**src/rtl/ifsb_params.svh**
```systemverilog
// Purpose: Constants for the interrupt flag status bank
// Assumes: Included by bare name from the modules; the package does not include it
// Notes:   Offsets are byte addresses on the register bus
`ifndef IFSB_PARAMS_SVH
`define IFSB_PARAMS_SVH

`define IFSB_OFS_WORD1     8'h00
`define IFSB_OFS_WORD2     8'h04
`define IFSB_OFS_WORD3     8'h08
`define IFSB_OFS_WORD4     8'h0C
`define IFSB_OFS_STAT      8'h10
`define IFSB_OFS_MASK      8'h14
`define IFSB_OFS_PEND      8'h18

`define IFSB_IMPL_WORD1    16'h0007
`define IFSB_IMPL_WORD2    16'h6FF3
`define IFSB_IMPL_WORD3    16'h6066
`define IFSB_IMPL_WORD4    16'h210E

`define IFSB_FLAG_RESET    16'h0000
`define IFSB_STAT_RESET    4'h0
`define IFSB_MASK_RESET    4'h0
`define IFSB_RDATA_RESET   32'h0000_0000

`define IFSB_BIT_CMP       2
`define IFSB_BIT_I2C1_M    1
`define IFSB_BIT_I2C1_S    0
`define IFSB_BIT_DMA4      14
`define IFSB_BIT_PPORT     13
`define IFSB_BIT_OC7       11
`define IFSB_BIT_OC6       10
`define IFSB_BIT_OC5       9
`define IFSB_BIT_IC6       8
`define IFSB_BIT_IC5       7
`define IFSB_BIT_IC4       6
`define IFSB_BIT_IC3       5
`define IFSB_BIT_DMA3      4
`define IFSB_BIT_SPI2_EV   1
`define IFSB_BIT_SPI2_FLT  0
`define IFSB_BIT_RTC       14
`define IFSB_BIT_DMA5      13
`define IFSB_BIT_EXT4      6
`define IFSB_BIT_EXT3      5
`define IFSB_BIT_I2C2_M    2
`define IFSB_BIT_I2C2_S    1
`define IFSB_BIT_CTMU      13
`define IFSB_BIT_LVD       8
`define IFSB_BIT_CRC       3
`define IFSB_BIT_U2ERR     2
`define IFSB_BIT_U1ERR     1

`endif

```
**src/rtl/ifsb_pkg.sv**
```systemverilog
// Purpose: Types shared by the interrupt flag status bank
// Assumes: Constants live in ifsb_params.svh
// Notes:   Event structs carry one-cycle request pulses
package ifsb_pkg;

   typedef logic [15:0] ifsb_word_t;

   typedef struct packed {
      logic comparator_flag;
      logic i2c1_master_flag;
      logic i2c1_slave_flag;
      logic dma_ch4_flag;
      logic parallel_port_flag;
      logic out_compare7_flag;
      logic out_compare6_flag;
      logic out_compare5_flag;
      logic in_capture6_flag;
      logic in_capture5_flag;
      logic in_capture4_flag;
      logic in_capture3_flag;
      logic dma_ch3_flag;
      logic spi2_event_flag;
      logic spi2_fault_flag;
      logic calendar_clock_flag;
      logic dma_ch5_flag;
      logic ext_pin4_flag;
      logic ext_pin3_flag;
      logic i2c2_master_flag;
      logic i2c2_slave_flag;
      logic charge_timer_flag;
      logic low_voltage_flag;
      logic crc_engine_flag;
      logic uart2_error_flag;
      logic uart1_error_flag;
   } ifsb_events_s;

   typedef struct packed {
      ifsb_word_t irq_flags_word4;
      ifsb_word_t irq_flags_word3;
      ifsb_word_t irq_flags_word2;
      ifsb_word_t irq_flags_word1;
   } ifsb_pend_s;

   typedef enum logic [3:0] {
      IFSB_IDLE = 4'b0001,
      IFSB_WR   = 4'b0010,
      IFSB_RDW  = 4'b0100,
      IFSB_RDD  = 4'b1000
   } ifsb_bus_e;

endpackage

```
**src/rtl/ifsb_flag_word.sv**
```systemverilog
// Purpose: One 16-bit word of sticky interrupt request flags
// Assumes: Events are one-cycle pulses on hclk
// Notes:   Unimplemented positions are never built
`include "ifsb_params.svh"

module ifsb_flag_word #(
   parameter logic [15:0] IMPL_MASK = 16'hFFFF
) (
   input  wire logic        hclk,
   input  wire logic        hresetn,
   input  wire logic [15:0] event_in,
   input  wire logic        wr_en,
   input  wire logic [15:0] wr_data,
   output logic [15:0]      flags,
   output logic             any_event
);
   import ifsb_pkg::*;

   localparam logic [15:0] FLAG_RST = `IFSB_FLAG_RESET;

   genvar gi;
   generate
      for (gi = 0; gi < 16; gi++) begin : g_bit
         if (IMPL_MASK[gi]) begin : g_impl
            always_ff @(posedge hclk or negedge hresetn) begin
               if (!hresetn) begin
                  flags[gi] <= FLAG_RST[gi];
               end else if (event_in[gi]) begin
                  flags[gi] <= 1'b1;
               end else if (wr_en) begin
                  flags[gi] <= wr_data[gi];
               end
            end
         end else begin : g_none
            assign flags[gi] = 1'b0;
         end
      end
   endgenerate

   // Ignore requests on positions that do not exist
   assign any_event = |(event_in & IMPL_MASK);

endmodule

```
**src/rtl/ifsb_top.sv**
```systemverilog
// Purpose: Interrupt request flag words 1..4 behind an AHB-Lite slave
// Assumes: Event sources run on hclk and pulse for one cycle
// Notes:   Writes take no wait state, reads take one
//
// Functional notes
// Word 1 holds comparator bit 2, I2C1 master bit 1, slave bit 0.
// Word 2 holds DMA4 14, parallel port 13, compare 7/6/5 at 11/10/9.
// Word 2 holds capture 6/5/4/3 at bits 8..5, DMA3 at bit 4.
// Word 2 holds SPI2 event bit 1, SPI2 fault bit 0.
// Word 3 holds clock 14, DMA5 13, external pins 4/3 at 6/5.
// Word 3 holds I2C2 master bit 2, I2C2 slave bit 1.
// Word 4 holds CTMU 13, low voltage 8, CRC 3, UART2/1 error 2/1.
// A flag reads one once its request occurred, else zero.
// Unimplemented flag positions always read zero.
// Software may read and write every implemented flag.
// Reset clears every flag.
// Flags stick until written zero; an event beats a same-cycle clear.
//
// Register access over AHB-Lite and the placing of the registers were decided locally.
`include "ifsb_params.svh"

module ifsb_top #(
   parameter int ADDR_W = 8
) (
   input  wire logic                 hclk,
   input  wire logic                 hresetn,
   input  wire logic                 hsel,
   input  wire logic [31:0]          haddr,
   input  wire logic [1:0]           htrans,
   input  wire logic                 hwrite,
   input  wire logic [2:0]           hsize,
   input  wire logic [31:0]          hwdata,
   input  wire logic                 hready,
   output logic                      hreadyout,
   output logic                      hresp,
   output logic [31:0]               hrdata,
   input  wire ifsb_pkg::ifsb_events_s events,
   output ifsb_pkg::ifsb_pend_s      pending,
   output logic                      irq
);
   import ifsb_pkg::*;

   localparam int NW = 4;
   localparam int NSEL = 7;

   typedef logic [NSEL-1:0] ifsb_sel_t;

   ifsb_bus_e         state;
   ifsb_bus_e         next_state;
   logic [ADDR_W-1:0] addr_q;
   logic              accept;
   ifsb_sel_t         wsel;
   ifsb_sel_t         rsel;
   logic [15:0]       ev_vec   [NW];
   logic [15:0]       flag_q   [NW];
   logic [NW-1:0]     word_ev;
   logic [NW-1:0]     stat;
   logic [NW-1:0]     mask;
   logic [NW-1:0]     word_busy;
   logic [31:0]       next_rdata;
   logic              wr_phase;

   // One-hot register select; aliases above ADDR_W are not decoded
   function automatic ifsb_sel_t reg_sel(input logic [ADDR_W-1:0] a);
      ifsb_sel_t s;
      s = '0;
      case (a[7:0])
         `IFSB_OFS_WORD1: s[0] = 1'b1;
         `IFSB_OFS_WORD2: s[1] = 1'b1;
         `IFSB_OFS_WORD3: s[2] = 1'b1;
         `IFSB_OFS_WORD4: s[3] = 1'b1;
         `IFSB_OFS_STAT:  s[4] = 1'b1;
         `IFSB_OFS_MASK:  s[5] = 1'b1;
         `IFSB_OFS_PEND:  s[6] = 1'b1;
         default:         s    = '0;
      endcase
      return s;
   endfunction

   function automatic logic [15:0] impl_mask(input int w);
      logic [15:0] m;
      m = `IFSB_IMPL_WORD1;
      case (w)
         1:       m = `IFSB_IMPL_WORD2;
         2:       m = `IFSB_IMPL_WORD3;
         3:       m = `IFSB_IMPL_WORD4;
         default: m = `IFSB_IMPL_WORD1;
      endcase
      return m;
   endfunction

   // Event routing into flag positions
   always_comb begin
      for (int w = 0; w < NW; w++) begin
         ev_vec[w] = '0;
      end
      ev_vec[0][`IFSB_BIT_CMP]      = events.comparator_flag;
      ev_vec[0][`IFSB_BIT_I2C1_M]   = events.i2c1_master_flag;
      ev_vec[0][`IFSB_BIT_I2C1_S]   = events.i2c1_slave_flag;
      ev_vec[1][`IFSB_BIT_DMA4]     = events.dma_ch4_flag;
      ev_vec[1][`IFSB_BIT_PPORT]    = events.parallel_port_flag;
      ev_vec[1][`IFSB_BIT_OC7]      = events.out_compare7_flag;
      ev_vec[1][`IFSB_BIT_OC6]      = events.out_compare6_flag;
      ev_vec[1][`IFSB_BIT_OC5]      = events.out_compare5_flag;
      ev_vec[1][`IFSB_BIT_IC6]      = events.in_capture6_flag;
      ev_vec[1][`IFSB_BIT_IC5]      = events.in_capture5_flag;
      ev_vec[1][`IFSB_BIT_IC4]      = events.in_capture4_flag;
      ev_vec[1][`IFSB_BIT_IC3]      = events.in_capture3_flag;
      ev_vec[1][`IFSB_BIT_DMA3]     = events.dma_ch3_flag;
      ev_vec[1][`IFSB_BIT_SPI2_EV]  = events.spi2_event_flag;
      ev_vec[1][`IFSB_BIT_SPI2_FLT] = events.spi2_fault_flag;
      ev_vec[2][`IFSB_BIT_RTC]      = events.calendar_clock_flag;
      ev_vec[2][`IFSB_BIT_DMA5]     = events.dma_ch5_flag;
      ev_vec[2][`IFSB_BIT_EXT4]     = events.ext_pin4_flag;
      ev_vec[2][`IFSB_BIT_EXT3]     = events.ext_pin3_flag;
      ev_vec[2][`IFSB_BIT_I2C2_M]   = events.i2c2_master_flag;
      ev_vec[2][`IFSB_BIT_I2C2_S]   = events.i2c2_slave_flag;
      ev_vec[3][`IFSB_BIT_CTMU]     = events.charge_timer_flag;
      ev_vec[3][`IFSB_BIT_LVD]      = events.low_voltage_flag;
      ev_vec[3][`IFSB_BIT_CRC]      = events.crc_engine_flag;
      ev_vec[3][`IFSB_BIT_U2ERR]    = events.uart2_error_flag;
      ev_vec[3][`IFSB_BIT_U1ERR]    = events.uart1_error_flag;
   end

   // Bus phase tracking
   assign accept = hsel & htrans[1] & hready;

   always_comb begin
      next_state = IFSB_IDLE;
      case (state)
         IFSB_RDW: begin
            next_state = IFSB_RDD;
         end
         IFSB_IDLE, IFSB_WR, IFSB_RDD: begin
            if (accept && hwrite) begin
               next_state = IFSB_WR;
            end else if (accept) begin
               next_state = IFSB_RDW;
            end
         end
         default: begin
            next_state = IFSB_IDLE;
         end
      endcase
   end

   always_ff @(posedge hclk or negedge hresetn) begin
      if (!hresetn) begin
         state <= IFSB_IDLE;
      end else begin
         state <= next_state;
      end
   end

   always_ff @(posedge hclk or negedge hresetn) begin
      if (!hresetn) begin
         addr_q <= '0;
      end else if (accept) begin
         addr_q <= haddr[ADDR_W-1:0];
      end
   end

   // The wait state lets a read see a write issued just before it
   assign hreadyout = (state != IFSB_RDW);
   assign hresp     = 1'b0;
   assign wr_phase  = (state == IFSB_WR);
   assign wsel      = wr_phase ? reg_sel(addr_q) : '0;
   assign rsel      = reg_sel(addr_q);

   // Flag words
   genvar gw;
   generate
      for (gw = 0; gw < NW; gw++) begin : g_word
         ifsb_flag_word #(
            .IMPL_MASK (impl_mask(gw))
         ) u_word (
            .hclk      (hclk),
            .hresetn   (hresetn),
            .event_in  (ev_vec[gw]),
            .wr_en     (wsel[gw]),
            .wr_data   (hwdata[15:0]),
            .flags     (flag_q[gw]),
            .any_event (word_ev[gw])
         );
         assign word_busy[gw] = |flag_q[gw];
      end
   endgenerate

   assign pending.irq_flags_word1 = flag_q[0];
   assign pending.irq_flags_word2 = flag_q[1];
   assign pending.irq_flags_word3 = flag_q[2];
   assign pending.irq_flags_word4 = flag_q[3];

   // Sticky per-word event status; a new event beats a write-one clear
   always_ff @(posedge hclk or negedge hresetn) begin
      if (!hresetn) begin
         stat <= `IFSB_STAT_RESET;
      end else begin
         stat <= word_ev | (stat & ~(wsel[4] ? hwdata[NW-1:0] : '0));
      end
   end

   always_ff @(posedge hclk or negedge hresetn) begin
      if (!hresetn) begin
         mask <= `IFSB_MASK_RESET;
      end else if (wsel[5]) begin
         mask <= hwdata[NW-1:0];
      end
   end

   assign irq = |(stat & mask);

   // Read data is taken at the end of the wait state
   always_comb begin
      next_rdata = '0;
      case (1'b1)
         rsel[0]: next_rdata[15:0]   = flag_q[0];
         rsel[1]: next_rdata[15:0]   = flag_q[1];
         rsel[2]: next_rdata[15:0]   = flag_q[2];
         rsel[3]: next_rdata[15:0]   = flag_q[3];
         rsel[4]: next_rdata[NW-1:0] = stat;
         rsel[5]: next_rdata[NW-1:0] = mask;
         rsel[6]: next_rdata[NW-1:0] = word_busy;
         default: next_rdata         = '0;
      endcase
   end

   always_ff @(posedge hclk or negedge hresetn) begin
      if (!hresetn) begin
         hrdata <= `IFSB_RDATA_RESET;
      end else if (state == IFSB_RDW) begin
         hrdata <= next_rdata;
      end
   end

endmodule

```
**config.mk**
```make
export PLATFORM = sky130hd
export DESIGN_NAME = ifsb_top
export DESIGN_NICKNAME = d
export VERILOG_FILES = /design/src/rtl/ifsb_pkg.sv /design/src/rtl/ifsb_flag_word.sv /design/src/rtl/ifsb_top.sv
export VERILOG_INCLUDE_DIRS = /design/src /design/src/rtl
export SDC_FILE = /design/constraint.sdc
export NUM_CORES = 1
export LEC_CHECK = 0
export BUFFER_PORTS_ARGS = -buffer_cell sky130_fd_sc_hd__buf_2
export CAP_MARGIN = 20
export CORE_AREA = 3 3 96 98
export CTS_CLUSTER_DIAMETER = 200
export DETAILED_ROUTE_END_ITERATION = 7
export DIE_AREA = 0 0 99 101
export PLACE_DENSITY = 0.87
export SYNTH_ARGS = -nofsm -noshare
export SYNTH_HDL_FRONTEND = slang
export SYNTH_SLANG_ARGS = --single-unit
```
**constraint.sdc**
```tcl
create_clock -name hclk -period 1.85 [get_ports hclk]
set_clock_uncertainty 0.1 [all_clocks]
set_input_delay 0.185 -clock hclk [delete_from_list [all_inputs] [get_ports hclk]]
set_output_delay 0.185 -clock hclk [all_outputs]
set_load 0.005 [all_outputs]
```
=== Word level (Yosys, flattened, before mapping) ===
Index checks and enable logic that the tools add are counted.

* Register bits: 62
* Latch bits: 0
* Bits in writable memories: 0
* Memory bits (read-only): 0
* Input port bits: 100
* Output and inout port bits: 99
* Word-level logic and storage cells: 161
* Memories: 0

* Add/subtract/negate cells: 0
* $mul: 0
* Div/mod/pow operators: 0
* Magnitude comparators: 0
* Equal/unequal tests: 11
* Shift operators: 0
* Muxes and demuxes: 75
* Bitwise gates (word level): 6
* Reduce and logical (&&, ||, !) cells: 38

{| class="wikitable"
|+ Operator list
! operator !! count
|-
| 2-to-1 mux 1 bit || 59
|-
| nonzero test 2 bit || 26
|-
| 2-to-1 mux 4 bit || 9
|-
| 2-to-1 mux 11 bit || 3
|-
| == test 8 x 5 -> 1 bit (second input constant) || 3
|-
| OR reduction 12 bit || 2
|-
| == test 8 x 4 -> 1 bit (second input constant) || 2
|-
| OR reduction 6 bit || 2
|-
| 2-to-1 mux 10 bit || 1
|-
| OR reduction 5 bit || 2
|-
| OR reduction 3 bit || 3
|-
| bitwise AND 4 bit || 2
|-
| == test 8 x 3 -> 1 bit (second input constant) || 1
|-
| logical NOT 8 bit || 1
|-
| case mux 4 bit (2 select lines) || 1
|-
| 2-to-1 mux 6 bit || 1
|-
| == test 4 x 1 -> 1 bit (second input constant) || 1
|-
| == test 4 x 2 -> 1 bit (second input constant) || 1
|-
| == test 4 x 3 -> 1 bit (second input constant) || 1
|-
| == test 4 bit (second input constant) || 1
|-
| inequality test 4 x 3 -> 1 bit (second input constant) || 1
|-
| NOT 4 bit || 1
|-
| bitwise OR 4 bit || 1
|-
| OR reduction 4 bit || 1
|-
| 3 further kinds || 4
|}

=== Longest topological paths before layout ===
* Depth after elaboration: 9
* Mapped depth: 7
* Depth with buffers taken out: 5

=== Modules after synthesis ===
Synthesis repeated with hierarchy kept, for this count alone.

* Cells, all modules: 358
* Area total of the unflattened synthesis: 3927.5 um^2

{| class="wikitable"
|+ Modules (own cells, without submodules)
! module !! instances !! cells an instance !! area each (um^2) !! sequential area each (um^2)
|-
| ifsb_top || 1 || 223 || 2449.8 || 902.1
|-
| ifsb_flag_word at g_word[1].u_word || 1 || 47 || 568.0 || 300.3
|-
| ifsb_flag_word at g_word[2].u_word || 1 || 33 || 357.8 || 150.1
|-
| ifsb_flag_word at g_word[3].u_word || 1 || 31 || 322.8 || 125.1
|-
| ifsb_flag_word at g_word[0].u_word || 1 || 24 || 229.0 || 75.1
|}

=== Worst setup path after synthesis ===
Ideal clock, no wire load.

* Path kind: reg-to-reg
* Start point: register addr_q[7]
* End point: register hrdata[0]
* Data arrival time: 1.597 ns
* Setup slack: 0.059 ns
* Stages on the path, launching flop included: 5
* Path buffers: 1
* Period minus slack after synthesis: 1.791 ns
* Path through: dfrtp_1 > or4_4 > buf_6 > o31a_1 > a221oi_2

* Word-level cells in the longest chain between the ends: 9

{| class="wikitable"
|+ Ends and longest elaborated chain
! item !! RTL line !! text
|-
| start, declared || ifsb_top.sv:50 || <nowiki>logic [ADDR_W-1:0] addr_q;</nowiki>
|-
| start signal, assigned || ifsb_top.sv:159 || <nowiki>addr_q <= haddr[ADDR_W-1:0];</nowiki>
|-
| == test 8 x 5 -> 1 bit || n/a ||
|-
| 2-to-1 mux 1 bit || n/a ||
|-
| 2-to-1 mux 4 bit (6 in a row) || ifsb_top.sv:216 || <nowiki>case (1'b1)</nowiki>
|-
| 2-to-1 mux 4 bit * || ifsb_top.sv:216 ||
|-
| end signal, assigned || ifsb_top.sv:230 || <nowiki>hrdata <= `IFSB_RDATA_RESET;</nowiki>
|-
| end signal, assigned || ifsb_top.sv:232 || <nowiki>hrdata <= next_rdata;</nowiki>
|-
| end, declared || ifsb_top.sv:36 || <nowiki>output logic [31:0] hrdata,</nowiki>
|}

Mark *: on every way between the ends. The rest lies on a longest branch, timed or not.
A chain may end at the register's enable or synchronous reset.

=== Worst setup path in the final report ===
* Start point: register addr_q[1]
* End point: register stat[0]

* Word-level cells in the longest chain between the ends: 7

{| class="wikitable"
|+ Ends and longest elaborated chain
! item !! RTL line !! text
|-
| == test 8 x 5 -> 1 bit || ifsb_top.sv:67 || <nowiki>case (a[7:0])</nowiki>
|-
| 2-to-1 mux 1 bit || ifsb_top.sv:67 ||
|-
| 2-to-1 mux 6 bit || ifsb_top.sv:167 || <nowiki>assign wsel = wr_phase ? reg_sel(addr_q) : '0;</nowiki>
|-
| 2-to-1 mux 4 bit || ifsb_top.sv:199 || <nowiki>stat <= word_ev | (stat & ~(wsel[4] ? hwdata[NW-1:0] : '0));</nowiki>
|-
| NOT 4 bit || ifsb_top.sv:199 ||
|-
| bitwise AND 4 bit || ifsb_top.sv:199 ||
|-
| bitwise OR 4 bit || ifsb_top.sv:199 ||
|-
| end signal, assigned || ifsb_top.sv:197 || <nowiki>stat <= `IFSB_STAT_RESET;</nowiki>
|-
| end signal, assigned || ifsb_top.sv:199 ||
|-
| end, declared || ifsb_top.sv:57 || <nowiki>logic [NW-1:0] stat;</nowiki>
|}

No other way between the ends.

==> run_results.csv <==
group,metric,value,unit
run_status,status,"complete, no violations",
logic_synthesis,yosys-top-cells-count,"dfrtp_1 (59), buf_4 (58), nor2_1 (36), nor3_1 (27), a21oi_1 (17)",
route,wirelength,9.60,mm
logic_synthesis,ys_types,53,
route,vias,3107,
clock_network,clkTransAtPathRegs,0.06,ns
power,peakVddDrop,0.473,mV
floorplanning,die_x,99,um
logic_synthesis,synth.most_common_cell,"dfrtp_1",
route,first_pass_iters,6,
timing,rsz0062_at_grt,"true",
critical_path,crit_arrival,1.95,ns
global_route,gr-usage-all-layers,0.181,
floorplanning,dieArea,10000,sq um
clock_network,insertion_delay,0.33,ns
timing,tightest_slew,0.524,ns
placement,gp_congestion,0.904,
route,ant_nets,0,
clock_network,cts_max_path_buffers,2,
final_layout,fillers,739,
logic_synthesis,synth_top_area_share,0.437,
min_path,hold_class,"in2reg",
global_route,grt_max_degree,61,
timing,fin_crit,1.85,ns
global_route,antenna_found_initial,0,
final_layout,final_cell_area,4420,sq um
timing,setup_viol,0,
floorplanning,core_region_area,8550,sq um
timing,fin_crit_sh,0.999,
critical_path,start_kind,"flip-flop",
critical_path,cp_data_required_time,1.95,ns
clock_network,cts_tree,"yes",
final_layout,num_antenna_cells,0,
floorplanning,ios,199,
power,power_density,672,nW/um^2
final_layout,drive_gt1_frac,0.350,
floorplanning,die_h,101,um
logic_synthesis,netlist_instances,343,
logic_synthesis,synth.avg_cell_area,9.84,sq um
global_route,grt_pass1_wl,14.4,mm
route,viasPerCell,5.19,
route,drt-wirelength-per-cell,16.0,um
logic_synthesis,yosys.area.top_type,"dfrtp_1",
logic_synthesis,syn_area,3380,sq um
critical_path,critPathBufInv,0,
critical_path,crit_family,"simple AND/OR/NAND/NOR gates",
clock_network,cts_buffers,9,
critical_path,cp_num_cells,4,
critical_path,worstPathMaxFanout,6,
global_route,grt.overflow.total,0,
final_layout,final_util,0.517,
placement,post-place-cells,553,
power,power,2.97,mW
logic_synthesis,synth_flop_cell,"dfrtp_1",
critical_path,end_kind,"flip-flop",
min_path,holdPathStages,3,
timing,fmax,541,MHz
logic_synthesis,ys_seq_area_frac,0.445,
timing,slew_headroom,0.647,
clock_network,root_buffer,"clkbuf_8",
placement,dp_hpwl,6.94,mm
critical_path,slowest_delay,0.47,ns
critical_path,crit_chain,"nor4_2 -> and3_2 -> nand2_1 -> a2111o_1",
floorplanning,rows,34,
critical_path,crit_path_top_delay_cell,"dfrtp_1",
final_layout,syn2layout_area_growth,30.9,%
route,drc,0,
power,power_leakage,1.96,nW
timing,hold_viol_final,0,
logic_synthesis,async_flop_share,1.00,
logic_synthesis,yosys_warnings,0,
critical_path,path_class,"reg2reg",
job,drv_cap,0,
final_layout,final_nets,587,
floorplanning,initial_core_util,0.395,
critical_path,reg2regPathDepth,4,
placement,io_buffers,95,
global_route,grt_pass1_vias,2895,
clock_network,htree_levels,3,
logic_synthesis,synth_edf_count,0,
placement,place_area,3890,sq um
clock_network,clock-sinks,60,
logic_synthesis,yosys_register_bits,60,
route,drtIter0Drc,244,
timing,slew_viol_final,0,
logic_synthesis,ys_top_cells_by_area,"dfrtp_1 (44%), buf_4 (13%), mux2_2 (4.3%)",
final_layout,stdcell_count,599,
==> per-stage QoR <==
| step | hold WS (ns) | setup slack (ns) | TNS, ns |
|---|---|---|---|
| detailed placement | 0.118 | -0.0691 | -0.189 |
| global placement | 0.111 | -0.0503 | -0.130 |
| floorplan | -0.211 | 0.0593 | 0 |
| global route | 0.0338 | -0.0754 | -0.484 |
| CTS | 0.000374 | 0.00598 | 0 |
| finish | 0.0138 | 0.00140 | 0 |
==> routing by layer <==
metal	wire (um)	global-route usage	vias to the layer above
met3	829	0.0443	39
met4	306	0.0746	0
met1	3510	0.215	1455
met2	4960	0.312	194
met5	0	0	-
li1	-	-	1419
==> cells by family (layout without fill, tap and decap cells) <==
group | Yosys count | in the layout | share of synthesized area
and+or+nand+nor | 118 | 118 | 0.192
buffers and inverters | 82 | 174 | 0.161
AOI/OAI and AO/OA | 65 | 65 | 0.146
DFF | 60 | 60 | 0.445
muxes | 16 | 16 | 0.0523
other | 1 | 57 | 0.00111
xor gates and xnor gates | 1 | 1 | 0.00259
==> layout by cell type, fill, tap and decap left out, types with 3 or more instances in the layout <==
cell,synthesis,layout
a22o_1,7,7
dfrtp_1,59,56
nor2_1,36,35
a22oi_1,4,4
a211o_1,9,9
dlygate4sd3_1,0,24
dfrtp_2,0,3
nor3_1,27,26
nand2_1,15,15
conb_1,1,57
a222oi_1,3,3
o211ai_1,3,3
mux2_2,13,13
o21ai_0,6,6
nand3_1,7,7
buf_2,8,94
buf_12,0,3
nor4_1,7,6
or4_1,4,4
inv_1,11,11
a21oi_1,17,17
clkbuf_8,0,11
buf_4,58,23
mux2i_1,3,3
==> cell type report <==
class,instances,area (sq um),share of cell area
Multi-Input combinational cell,257,1580,0.358
Clock buffer,13,159,0.0360
Clock inverter,2,10.0,0.00227
Sequential cell,60,1510,0.341
Tap cell,108,135,0.0306
Inverter,12,45.0,0.0102
Timing Repair Buffer,147,981,0.222
==> flip-flops by register name, indices dropped and copies added (netlist names) <==
name                 cells
addr_q                   8
state                    4
hrdata                  14
g_word.u_word.flags     26
stat                     4
mask                     4
==> final timing paths <==
check	from	end	slack [ns]
worst max-delay path	addr_q[1]	stat[0]	0.001
worst min-delay path	events[6]	g_word[2].u_word.flags[2]	0.01
worst max register to register	addr_q[1]	stat[0]	0.001
worst min register to register	hrdata[13]	hrdata[13]	0.39
max in group asynchronous	hresetn	state[0]	1.06
min in group asynchronous	hresetn	hrdata[11]	0.29
==> worst reg2reg max path: stages, from the launching register on <==
cell and delay, ns:
dfrtp_1 0.47, nor4_2 0.36, and3_2 0.31, nand2_1 0.07, a2111o_1 0.41
==> timing repair <==
action | 4_1_cts | 5_1_grt
pin swaps | 2 | 5
buffers inserted | 4 | 3
setup endpoints to repair | 6 | 35
hold endpoints to repair | 82 | 0
resized for setup | 4 | 13
hold buffers | 24 | 0
==> power by group <==
part	leakage [nW]	switching [mW]	internal [mW]
clock	0.0893	0.469	0.548
sequential	0.642	0.0771	1.36
combinational	1.22	0.265	0.251
total	1.96	0.812	2.16
No activity file was read; power rests on OpenSTA's default activity.
